$ cat config.mk
export PLATFORM = sky130hd
export DESIGN_NAME = rom_verify_modes
export DESIGN_NICKNAME = d
export VERILOG_FILES = /design/src/rtl/rom_verify_pkg.sv /design/src/rtl/fifo_buffer.sv /design/src/rtl/rom_verify_modes.sv
export SDC_FILE = /design/constraint.sdc
export NUM_CORES = 1
export LEC_CHECK = 0
export BUFFER_PORTS_ARGS = -buffer_cell sky130_fd_sc_hd__buf_4
export CAP_MARGIN = 5
export CORE_MARGIN = 1.5
export CORE_UTILIZATION = 55
export CTS_BUF_LIST = sky130_fd_sc_hd__clkbuf_16
export DETAILED_ROUTE_END_ITERATION = 6
export PLACE_DENSITY = 0.74
export SYNTH_ARGS = -nofsm -noshare
export SYNTH_HDL_FRONTEND = slang
export SYNTH_SLANG_ARGS = --single-unit
$ cat constraint.sdc
create_clock -name ref_clk_i -period 4.35 [get_ports ref_clk_i]
set_clock_uncertainty 0.2 [all_clocks]
set_input_delay 0.2175 -clock ref_clk_i [delete_from_list [all_inputs] [get_ports ref_clk_i]]
set_output_delay 0.2175 -clock ref_clk_i [all_outputs]
set_load 0.005 [all_outputs]
$ cat src/rtl/rom_verify_pkg.sv
package rom_verify_pkg;

    // one clock_period_unit is one period of the system clock
    localparam int CLK_PERIOD_NS     = 20;
    localparam int CLP_NS            = 20;
    localparam int ALE_PERIOD_CLP    = 3;
    localparam int LATCH_DELAY_CLP   = 3;
    // least times, rounded up to whole cycles
    localparam int ALE_PERIOD_CYCLES =
        (ALE_PERIOD_CLP * CLP_NS + CLK_PERIOD_NS - 1) / CLK_PERIOD_NS;
    localparam int LATCH_CYCLES      =
        (LATCH_DELAY_CLP * CLP_NS + CLK_PERIOD_NS - 1) / CLK_PERIOD_NS;

    localparam logic [1:0]  PHASE_FIRST = 2'h0;
    localparam logic [1:0]  PHASE_LAST  = 2'(ALE_PERIOD_CYCLES - 1);
    localparam logic [1:0]  PHASE_LATCH = 2'(LATCH_CYCLES - 1);

    localparam logic [15:0] ADDR_FIRST  = 16'h0000;
    localparam logic [15:0] ADDR_LAST   = 16'hFFFF;
    localparam logic [3:0]  GROUP_FIRST = 4'h0;
    localparam logic [3:0]  GROUP_LAST  = 4'hF;
    localparam logic        RESULT_PASS = 1'h1;
    localparam logic        RESULT_FAIL = 1'h0;

    // strap levels seen while the reset pin is low
    localparam logic        RDO_PROGRAM_STORE_STROBE_N  = 1'h0;
    localparam logic        RDO_ALE     = 1'h1;
    localparam logic        RDO_EA_N    = 1'h0;
    localparam logic        CMP_PROGRAM_STORE_STROBE_N  = 1'h0;
    localparam logic        CMP_ALE     = 1'h0;
    localparam logic        CMP_EA_N    = 1'h1;

    localparam int FIFO_WIDTH = 24;
    localparam int FIFO_DEPTH = 4;
    localparam int SYNC_W     = 28;

    typedef enum logic [2:0] {
        MODE_RESET,
        MODE_RUN,
        MODE_READOUT,
        MODE_COMPARE,
        MODE_DONE
    } mode_t;

endpackage : rom_verify_pkg

$ cat src/rtl/fifo_buffer.sv
`timescale 1ns/1ns
module fifo_buffer #(
    parameter int WIDTH = 24,
    parameter int DEPTH = 4
) (
    input  wire logic             clk_i,
    input  wire logic             rst_i,
    input  wire logic             in_valid_i,
    output logic                  in_ready_o,
    input  wire logic [WIDTH-1:0] in_data_i,
    output logic                  out_valid_o,
    input  wire logic             out_ready_i,
    output logic      [WIDTH-1:0] out_data_o
);
    localparam int AW = (DEPTH > 1) ? $clog2(DEPTH) : 1;
    localparam int CW = $clog2(DEPTH + 1);

    logic [WIDTH-1:0] mem_reg [DEPTH];
    logic [AW-1:0]    wr_reg;
    logic [AW-1:0]    wr_next;
    logic [AW-1:0]    rd_reg;
    logic [AW-1:0]    rd_next;
    logic [CW-1:0]    count_reg;
    logic [CW-1:0]    count_next;
    logic             push;
    logic             pop;

    assign in_ready_o  = (count_reg != CW'(DEPTH));
    assign out_valid_o = (count_reg != '0);
    assign out_data_o  = mem_reg[rd_reg];
    assign push        = in_valid_i && in_ready_o;
    assign pop         = out_valid_o && out_ready_i;

    always_comb begin
        wr_next    = wr_reg;
        rd_next    = rd_reg;
        count_next = count_reg;
        if (push) begin
            wr_next = (wr_reg == AW'(DEPTH - 1)) ? '0 : wr_reg + 1'b1;
        end
        if (pop) begin
            rd_next = (rd_reg == AW'(DEPTH - 1)) ? '0 : rd_reg + 1'b1;
        end
        if (push && !pop) begin
            count_next = count_reg + 1'b1;
        end else if (pop && !push) begin
            count_next = count_reg - 1'b1;
        end
    end

    always_ff @(posedge clk_i) begin
        if (rst_i) begin
            wr_reg    <= '0;
            rd_reg    <= '0;
            count_reg <= '0;
        end else begin
            wr_reg    <= wr_next;
            rd_reg    <= rd_next;
            count_reg <= count_next;
        end
    end

    // storage needs no reset; out_data_o is used only while count is non-zero, and rd_reg then points at a written slot
    always_ff @(posedge clk_i) begin
        if (push) begin
            mem_reg[wr_reg] <= in_data_i;
        end
    end

endmodule : fifo_buffer

$ cat src/rtl/rom_verify_modes.sv
`timescale 1ns/1ns
// Summary of operation
// - readout takes port1/port2 address, drives data.
// - compare straps select compare; starts on release.
// - strobe period 3 units, one byte each.
// - internal addresses; compare instead of output.
// - every 16 compares, show group result.
// - readout only for unprotected contents.
// - first byte is address 0; strobe advances.
// - latch 3 units after strobe; store mismatch.
// - failing result stays low for later groups.
// - after last byte, pulse program-store strobe.
module rom_verify_modes (
    input  wire logic        ref_clk_i,
    input  wire logic        sys_rst_i,
    input  wire logic        reset_pin_n_i,
    input  wire logic        program_store_strobe_n_i,
    output logic             program_store_strobe_n_o,
    output logic             program_store_strobe_oe_o,
    input  wire logic        address_latch_strobe_i,
    output logic             address_latch_strobe_o,
    output logic             address_latch_strobe_oe_o,
    input  wire logic        external_access_select_n_i,
    input  wire logic [7:0]  port0_i,
    output logic      [7:0]  port0_o,
    output logic             port0_oe_o,
    input  wire logic [7:0]  port1_i,
    input  wire logic [7:0]  port2_i,
    input  wire logic        rom_protected_i,
    output logic      [15:0] rom_addr_o,
    input  wire logic [7:0]  rom_data_i,
    output logic             verify_result_pin_o,
    output logic             verify_done_o
);
    import rom_verify_pkg::*;

    logic [rom_verify_pkg::SYNC_W-1:0] sync1_reg;
    logic [rom_verify_pkg::SYNC_W-1:0] sync2_reg;
    logic        rstn_s;
    logic        program_store_strobe_s;
    logic        ale_s;
    logic        ea_s;
    logic [7:0]  p0_s;
    logic [7:0]  p1_s;
    logic [7:0]  p2_s;

    // every pin except rom_protected_i and rom_data_i passes two flops before anything looks at it
    always_ff @(posedge ref_clk_i) begin
        if (sys_rst_i) begin
            sync1_reg <= {1'h0, 27'h7FFFFFF};
            sync2_reg <= {1'h0, 27'h7FFFFFF};
        end else begin
            sync1_reg <= {reset_pin_n_i, program_store_strobe_n_i,
                          address_latch_strobe_i,
                          external_access_select_n_i,
                          port2_i, port1_i, port0_i};
            sync2_reg <= sync1_reg;
        end
    end
    assign {rstn_s, program_store_strobe_s, ale_s, ea_s, p2_s, p1_s, p0_s} = sync2_reg;

    mode_t       mode_reg, mode_next;
    logic        strap_rdo_reg, strap_rdo_next;
    logic        strap_cmp_reg, strap_cmp_next;
    logic        prot_reg, prot_next;
    logic [1:0]  phase_reg, phase_next;
    logic [15:0] ptr_reg, ptr_next;
    logic        gen_done_reg, gen_done_next;
    logic        pend_reg, pend_next;
    logic [7:0]  exp_reg, exp_next;
    logic        last_reg, last_next;
    logic [3:0]  grp_cnt_reg, grp_cnt_next;
    logic        grp_err_reg, grp_err_next;
    logic        result_reg, result_next;
    logic [15:0] rom_addr_reg, rom_addr_next;
    logic [7:0]  p0_out_reg, p0_out_next;
    logic        p0_oe_reg, p0_oe_next;
    logic        ale_reg, ale_next;
    logic        ale_oe_reg, ale_oe_next;
    logic        program_store_strobe_reg, program_store_strobe_next;
    logic        program_store_strobe_oe_reg, program_store_strobe_oe_next;
    logic        done_reg, done_next;
    logic        mismatch;

    logic        push;
    logic        fifo_in_ready;
    logic        fifo_out_valid;
    logic        fifo_out_ready;
    logic [23:0] fifo_out_data;

    // the buffer lets the compare stage lag the strobe without losing bytes
    fifo_buffer #(
        .WIDTH (rom_verify_pkg::FIFO_WIDTH),
        .DEPTH (rom_verify_pkg::FIFO_DEPTH)
    ) u_fifo (
        .clk_i       (ref_clk_i),
        .rst_i       (sys_rst_i),
        .in_valid_i  (push),
        .in_ready_o  (fifo_in_ready),
        .in_data_i   ({ptr_reg, p0_s}),
        .out_valid_o (fifo_out_valid),
        .out_ready_i (fifo_out_ready),
        .out_data_o  (fifo_out_data)
    );

    assign push = (mode_reg == MODE_COMPARE) && !gen_done_reg
                  && (phase_reg == PHASE_LATCH) && fifo_in_ready;
    assign fifo_out_ready = !pend_reg
                  && ((mode_reg == MODE_COMPARE) || (mode_reg == MODE_DONE));
    assign mismatch = pend_reg && (rom_data_i != exp_reg);

    always_comb begin
        mode_next      = mode_reg;
        strap_rdo_next = strap_rdo_reg;
        strap_cmp_next = strap_cmp_reg;
        prot_next      = prot_reg;
        phase_next     = phase_reg;
        ptr_next       = ptr_reg;
        gen_done_next  = gen_done_reg;
        pend_next      = pend_reg;
        exp_next       = exp_reg;
        last_next      = last_reg;
        grp_cnt_next   = grp_cnt_reg;
        grp_err_next   = grp_err_reg;
        result_next    = result_reg;
        rom_addr_next  = rom_addr_reg;
        p0_out_next    = p0_out_reg;
        p0_oe_next     = 1'h0;
        done_next      = done_reg;
        case (mode_reg)
            MODE_RESET: begin
                // straps are caught only while the reset pin is held
                strap_rdo_next = (program_store_strobe_s == RDO_PROGRAM_STORE_STROBE_N) && (ale_s == RDO_ALE)
                                 && (ea_s == RDO_EA_N);
                strap_cmp_next = (program_store_strobe_s == CMP_PROGRAM_STORE_STROBE_N) && (ale_s == CMP_ALE)
                                 && (ea_s == CMP_EA_N);
                prot_next      = rom_protected_i;
                phase_next     = PHASE_FIRST;
                ptr_next       = ADDR_FIRST;
                gen_done_next  = 1'h0;
                grp_cnt_next   = GROUP_FIRST;
                grp_err_next   = 1'h0;
                result_next    = RESULT_PASS;
                done_next      = 1'h0;
                if (rstn_s) begin
                    if (strap_cmp_reg) begin
                        mode_next = MODE_COMPARE;
                    end else if (strap_rdo_reg) begin
                        mode_next = MODE_READOUT;
                    end else begin
                        mode_next = MODE_RUN;
                    end
                end
            end
            MODE_READOUT: begin
                rom_addr_next = {p2_s, p1_s};
                p0_out_next   = rom_data_i;
                // protected contents never reach port 0
                p0_oe_next    = !prot_reg;
            end
            MODE_COMPARE, MODE_DONE: begin
                if (mode_reg == MODE_DONE || gen_done_reg) begin
                    phase_next = (phase_reg == PHASE_LAST) ? PHASE_FIRST
                                 : phase_reg + 2'h1;
                end else if (phase_reg != PHASE_LAST) begin
                    phase_next = phase_reg + 2'h1;
                end else if (push) begin
                    // a full buffer stretches the period instead of dropping
                    phase_next = PHASE_FIRST;
                    if (ptr_reg == ADDR_LAST) begin
                        gen_done_next = 1'h1;
                    end else begin
                        ptr_next = ptr_reg + 16'h0001;
                    end
                end
                if (pend_reg) begin
                    pend_next = 1'h0;
                    if (grp_cnt_reg == GROUP_LAST) begin
                        if (grp_err_reg || mismatch) begin
                            result_next = RESULT_FAIL;
                        end
                        grp_err_next = 1'h0;
                    end else begin
                        grp_err_next = grp_err_reg || mismatch;
                    end
                    grp_cnt_next = grp_cnt_reg + 4'h1;
                    if (last_reg) begin
                        mode_next = MODE_DONE;
                        done_next = 1'h1;
                        phase_next = PHASE_FIRST;
                    end
                end else if (fifo_out_valid) begin
                    pend_next     = 1'h1;
                    rom_addr_next = fifo_out_data[23:8];
                    exp_next      = fifo_out_data[7:0];
                    last_next     = (fifo_out_data[23:8] == ADDR_LAST);
                end
            end
            MODE_RUN: begin
                done_next = 1'h0;
            end
            default: begin
                mode_next = MODE_RESET;
            end
        endcase
        if (!rstn_s) begin
            mode_next = MODE_RESET;
            pend_next = 1'h0;
            last_next = 1'h0;
        end
    end

    // pin drivers follow the next state so each output is a plain flop
    always_comb begin
        ale_oe_next  = (mode_next == MODE_COMPARE) || (mode_next == MODE_DONE);
        program_store_strobe_oe_next = ale_oe_next;
        ale_next     = (mode_next == MODE_COMPARE) && !gen_done_next
                       && (phase_next == PHASE_FIRST);
        program_store_strobe_next    = !((mode_next == MODE_DONE)
                       && (phase_next == PHASE_FIRST));
    end

    always_ff @(posedge ref_clk_i) begin
        if (sys_rst_i) begin
            mode_reg      <= MODE_RESET;
            strap_rdo_reg <= 1'h0;
            strap_cmp_reg <= 1'h0;
            prot_reg      <= 1'h1;
            phase_reg     <= PHASE_FIRST;
            ptr_reg       <= ADDR_FIRST;
            gen_done_reg  <= 1'h0;
            pend_reg      <= 1'h0;
            exp_reg       <= 8'h00;
            last_reg      <= 1'h0;
            grp_cnt_reg   <= GROUP_FIRST;
            grp_err_reg   <= 1'h0;
            result_reg    <= RESULT_PASS;
            rom_addr_reg  <= ADDR_FIRST;
            p0_out_reg    <= 8'h00;
            p0_oe_reg     <= 1'h0;
            ale_reg       <= 1'h0;
            ale_oe_reg    <= 1'h0;
            program_store_strobe_reg      <= 1'h1;
            program_store_strobe_oe_reg   <= 1'h0;
            done_reg      <= 1'h0;
        end else begin
            mode_reg      <= mode_next;
            strap_rdo_reg <= strap_rdo_next;
            strap_cmp_reg <= strap_cmp_next;
            prot_reg      <= prot_next;
            phase_reg     <= phase_next;
            ptr_reg       <= ptr_next;
            gen_done_reg  <= gen_done_next;
            pend_reg      <= pend_next;
            exp_reg       <= exp_next;
            last_reg      <= last_next;
            grp_cnt_reg   <= grp_cnt_next;
            grp_err_reg   <= grp_err_next;
            result_reg    <= result_next;
            rom_addr_reg  <= rom_addr_next;
            p0_out_reg    <= p0_out_next;
            p0_oe_reg     <= p0_oe_next;
            ale_reg       <= ale_next;
            ale_oe_reg    <= ale_oe_next;
            program_store_strobe_reg      <= program_store_strobe_next;
            program_store_strobe_oe_reg   <= program_store_strobe_oe_next;
            done_reg      <= done_next;
        end
    end

    assign program_store_strobe_n_o  = program_store_strobe_reg;
    assign program_store_strobe_oe_o = program_store_strobe_oe_reg;
    assign address_latch_strobe_o    = ale_reg;
    assign address_latch_strobe_oe_o = ale_oe_reg;
    assign port0_o                   = p0_out_reg;
    assign port0_oe_o                = p0_oe_reg;
    assign rom_addr_o                = rom_addr_reg;
    assign verify_result_pin_o       = result_reg;
    assign verify_done_o             = done_reg;
endmodule : rom_verify_modes

### Word level (Yosys, flattened, before mapping)

Memory sizes are Yosys's and may differ from the RTL's. A register that Yosys moved wholly into a read port is not among the register bits.
Cells that the tools add are included.

* register bits after elaboration: 133
* logic and storage cells: 157
* memories kept: 1
* bits in writable memories: 96
* output and inout bits: 31
* bits of input ports: 39

* reduce and logical (&&, ||, !) cells: 45
* mux-type cells: 48
* eq/ne operators: 25
* bitwise gates (word level): 6
* $add $sub $neg: 7

Memories
* u_fifo.mem_reg: depth 4, width 24, rd ports 1, clocked after memory_dff 1, write ports 1, line fifo_buffer.sv:18 `logic [WIDTH-1:0] mem_reg [DEPTH];`

Operators by type and width (count)
* 2-to-1 mux 16 bit: 6
* one-hot mux 16 bit (2 select lines): 2
* == test 16 bit (second input constant): 2
* 2-to-1 mux 2 bit: 12
* != test 2 bit (second input constant): 9
* adder 16 x 1 -> 16 bit (second input constant): 1
* logical AND 1 bit: 16
* 2-to-1 mux 1 bit: 15
* 2-to-1 mux 3 bit: 5
* OR reduction 2 bit: 5
* == test 3 x 2 -> 1 bit (second input constant): 3
* one-hot mux 3 bit (3 select lines): 1
* AND reduction 3 bit: 3
* != test 8 bit: 1
* one-hot mux 1 bit (2 select lines): 4
* one-hot mux 4 bit (2 select lines): 1
* nonzero test 2 bit: 4
* logical NOT 1 bit: 7
* adder 2 x 1 -> 2 bit (second input constant): 3
* == test 2 bit (second input constant): 3
* == test 3 bit (second input constant): 2
* NOT 1 bit: 6
* AND reduction 5 bit: 1
* adder 4 x 1 -> 4 bit (second input constant): 1
* 14 further kinds: 18

### Logic depth before layout (Yosys ltp)

* word-level depth: 13
* mapped depth: 11
* gate-level depth less buffers: 9

### Modules after synthesis

Synthesis repeated with hierarchy kept, for this count alone.

* cells, all modules: 679
* area total of the unflattened synthesis: 8622.0 um^2

Modules (own cells, without submodules)
* rom_verify_modes: cells each 505, instances 1, sequential area each 2522.4 um^2, area each 4680.7 um^2
* fifo_buffer: cells each 174, instances 1, sequential area each 3062.9 um^2, area each 3941.3 um^2

### Least setup slack after synthesis

Ideal clock, no wire load.

* path kind: reg2reg
* from: register mode_reg[2]
* to: register u_fifo.count_reg[2]
* arrival: 2.337 ns
* slack: 1.742 ns
* path buffers: 2
* library setup time: 0.071 ns
* cell stages (with the launch flop): 12
* required time: 4.079 ns
* path through: dfxtp_1 -> buf_4 -> or3b_1 -> a211oi_2 -> inv_2 -> clkbuf_1 -> ha_1 -> inv_1 -> fa_1 -> xor2_1 -> or3_1 -> a21oi_1

* cells in the longest elaborated chain, start to end: 8

RTL lines
* start: declaration: line rom_verify_modes.sv:62 `mode_t mode_reg, mode_next;`
* start signal: assignment: line rom_verify_modes.sv:247 `mode_reg <= mode_next;`
* == test 3 x 2 -> 1 bit: line rom_verify_modes.sv:106, rom_verify_modes.sv:109
* logical AND 1 bit: line rom_verify_modes.sv:106 `assign push = (mode_reg == MODE_COMPARE) && !gen_done_reg`
* logical AND 1 bit (2 in a row): line rom_verify_modes.sv:107 `&& (phase_reg == PHASE_LATCH) && fifo_in_ready;`
* logical AND 1 bit: line fifo_buffer.sv:31 `assign push = in_valid_i && in_ready_o;`
* logical NOT 1 bit: line fifo_buffer.sv:46 `end else if (pop && !push) begin`
* logical AND 1 bit: line fifo_buffer.sv:46
* nonzero test 2 bit (no line)
* end signal: assignment: line fifo_buffer.sv:59 `count_reg <= count_next;`
* end: declaration: line fifo_buffer.sv:23 `logic [CW-1:0] count_reg;`

Parallel ways exist; a longest one is shown, timed or not.
A chain may end at the register's enable or synchronous reset.

### Final worst setup path

* from: register mode_reg[2]
* to: register rom_addr_reg[4] (netlist: rom_addr_o[4])

* cells in the longest elaborated chain, start to end: 4

RTL lines
* == test 3 x 2 -> 1 bit / == test 3 bit (equally long branches): line rom_verify_modes.sv:130 `case (mode_reg)`
* OR reduction 2 bit: line rom_verify_modes.sv:130
* != test 2 x 1 -> 1 bit (no line), or another cell as far along
* AND reduction 3 bit (no line)
* end signal: assignment: line rom_verify_modes.sv:260 `rom_addr_reg <= rom_addr_next;`
* end: declaration: line rom_verify_modes.sv:75 `logic [15:0] rom_addr_reg, rom_addr_next;`

Parallel ways exist; a longest one is shown, timed or not.

==> summary.md <==
| Metric | Value |
|---|---|
| Die Area | `between 15000 and 20000 um2` |
| Dpl hpwl | `around 11000 um` |
| Clock transition at path regs | `0.06 ns` |
| Final core utilization | `68.2%` |
| M2 GR Usage | `between 30 and 40%` |
| Htree depth | `1` |
| CTS Buf Count | `23` |
| Post-synthesis sequential area ratio | `around 64%` |
| Clk sink count | `231` |
| Synthesis-stage register bit count | `231` |
| Nets@finish | `829` |
| Worst-margin pin slew | `~1.1 ns` |
| Synth warnings | `0` |
| Root buffer cell | `clkbuf_16` |
| P_leak | `0.00362 uW` |
| Clock latency on the worst-skew pair | `0.50 ns` |
| Sequential Power Share | `roughly 52%` |
| Clock network power share | `about 45%` |
| Gr usage total | `22.0%` |
| Top-Level Pins | `70` |
| Critical hold path startpoint | `sys_rst_i` |
| WP data arrival | `3.48 ns` |
| First-pass GRT wire length | `28600 um` |
| Most used routing layer | `met2` |
| R2R setup slack | `1.07 ns` |
| Slew Viols, Final | `0` |
| Maxcap violations | `0` |
| Worst setup EP type | `flip-flop` |
| Hold Path Class | `in2reg` |
| Startpoint Class | `flip-flop` |
| P per Cell Area | `417 nW/um2` |
| Worst-case reg-to-reg path depth | `5` |
| Initial DRC Count | `roughly 550` |
| Total grt overflow | `0` |
| Die Y-Extent | `129 um` |
| Site row count | `45` |
| GR Util met3 | `4.12%` |
| Area growth from synthesis to layout | `20.4%` |
| Status | `complete, no violations` |
| Reg2Reg Launch Point | `mode_reg[2]$_SDFF_PP0_` |
| RSZ-0062 raised after global routing | `no` |
| Routed Antenna Nets | `0` |
| Met1 Use GR | `a little under 30%` |
| Period Utilization, post-route | `75.4%` |
| Dominant cell type by area after synthesis | `edfxtp_1` |
| Routed vias | `5655` |
| Vias in the first global route | `5568` |
| Top_reg_cell synth | `dfxtp_1` |
| Largest register FFs | `96` |
| Final setup violation count | `0` |
| Slew headroom | `27.9%` |
| Share of post-route cells with drive strength above 1 | `25.3%` |
| RePlAce Congestion | `0.883` |
| Avg Cell Area, Syn | `12.7 um2` |
| Comb power frac | `2.4%` |
| Crit path required time | `4.55 ns` |
| Avg Vias per Cell | `5.60` |
| Critical Path Fanout Max | `32` |
| Critical path class | `reg2reg` |
| Number of synthesized flops with an enable pin | `96` |
| Fillers | `1062` |
| Min cycle time layout | `3.28 ns` |
| Reg-to-reg endpoint | `rom_addr_o[4]$_SDFFE_PP0P_` |
| Drt drc | `0` |
| Largest net degree at the start of global routing | `about 120` |
| # port buffers | `69` |
| Most frequent cells in the layout | `135 x dfxtp_1, 96 x edfxtp_1, 78 x buf_4` |
| Internal power | `3530 uW` |
| Mapped Area | `between 8000 and 9000 um2` |
| Synth area leaders | `edfxtp_1 33%, dfxtp_1 31%, mux4_2 6.2%, or2_2 3.9%, nand2_1 3.2%` |
| Die Wd | `129 um` |
| Drt pass-1 iters | `5` |
| Highest clock rate | `approximately 0.30 GHz` |
| Detailed Route WL | `17700 um` |
| Initial antenna violation count | `0` |
| PostCTS Resize Cnt | `0` |
| Crit path to | `rom_addr_o[4]$_SDFFE_PP0P_` |
| Worst Setup SP | `mode_reg[2]$_SDFF_PP0_` |
| Routed WL per cell | `17.6 um` |
| Switching share of power | `19.0%` |
| Mapped Nets | `730` |
| VDD IR-drop max | `0.325 mV` |
| Synth unique cells | `64` |
| TritonCTS clock tree | `yes` |
| Area of the core | `about 15000 um2` |
| Synth top area share | `between 30% and 40%` |
| Final setup TNS | `0 ns` |
| Clk buf depth | `3` |
| Commonest non-fill, non-tap cell in the layout | `dfxtp_1` |
| Ys async rst share | `0%` |
| Starting Density | `56.6%` |
| Mapped Cells | `682` |
| Count of final hold-check violations | `0` |
| Switching Power | `roughly 830 uW` |
| Final Power | `around 4400 uW` |
area by class of cell:
type	instances	area [um2]	share of cell area [%]
flip-flops and latches	231	5590	53.5
multi-input cells	401	2840	27.2
repair buffers	115	956	9.16
clock buffers	23	576	5.51
well taps	211	264	2.53
clock inverters	18	183	1.75
inverters	9	33.8	0.324
diodes	1	2.50	0.0240
layer usage:
metal,vias to the layer above,wire [um]
met5,-,0
met4,0,496
met3,53,882
met2,170,8480
met1,2757,7860
li1,2675,-
critical path, stage by stage (launching register included):
cell and delay [ns]:
dfxtp_1 0.52, or3b_1 0.44, a211oi_2 0.71, or2_1 0.92, nor2_1 0.10, a311oi_1 0.29
power groups by stage:
stage          combinational (uW)  sequential [uW]  clock [uW]
6_report                      105             2280        1980
5_1_grt                       114             2280        2100
4_1_cts                       104             2280        2020
3_5_place_dp                 77.1             2320           0
3_3_place_gp                 73.8             2320           0
2_1_floorplan                43.7             2320           0
how the worst min path moves through the flow:
| stage | to | slack, ns | cells past startpoint |
|---|---|---|---|
| after floorplan | sync1_reg[0]$_SDFF_PP1_ | 0.12 | 1 |
| after global placement | sync2_reg[19]$_SDFF_PP1_ | 0.19 | 1 |
| after detailed placement | sync2_reg[0]$_SDFF_PP1_ | 0.19 | 1 |
| after CTS | strap_rdo_reg$_SDFFE_PP0P_ | 0.16 | 2 |
| after global routing | port0_o[5]$_SDFFE_PP0N_ | 0.22 | 2 |
| final | phase_reg[1]$_SDFF_PP0_ | 0.16 | 2 |
cells by family (layout without fill, tap and decap cells):
| group | count (synthesis) | after routing | synth area share (%) |
|---|---|---|---|
| buffers and inverters | 50 | 165 | 2.89 |
| AND/OR/NAND/NOR | 255 | 255 | 15.2 |
| other | 0 | 1 | 0 |
| AO/OA/AOI/OAI | 90 | 90 | 7.40 |
| XOR/XNOR | 12 | 12 | 1.21 |
| flip-flops | 231 | 231 | 64.4 |
| multiplexers | 35 | 35 | 7.52 |
| adder cells (fa/ha/maj) | 9 | 9 | 1.39 |
synth_stat cells (10+ instances only):
library cell  count
nor2_1           49
clkbuf_1         22
nand2_1          75
mux2i_1          10
a311oi_1         14
xor2_1           10
edfxtp_1         96
mux4_2           24
nand4_1          10
a21oi_1          35
dfxtp_1         135
or2_2            54
or4_1            11
stage by stage:
step                      std cells  cell area, um2  setup WS (ns)  hold WS, ns
after global placement          929            9300           1.28        0.192
after CTS                      1007           10400           1.08        0.156
final                          1009           10400           1.07        0.156
after detailed placement        929            9300           1.10        0.192
after floorplan                 682            8670           1.74        0.121
after global routing           1008           10400          0.758        0.216
repair_timing:
| action | in CTS | in global routing |
|---|---|---|
| endpoints found under the hold margin | 37 | 0 |
| hold buffers | 37 | 0 |
| setup buffers | 0 | 0 |
Note: power is estimated with default switching activity, not from simulation.
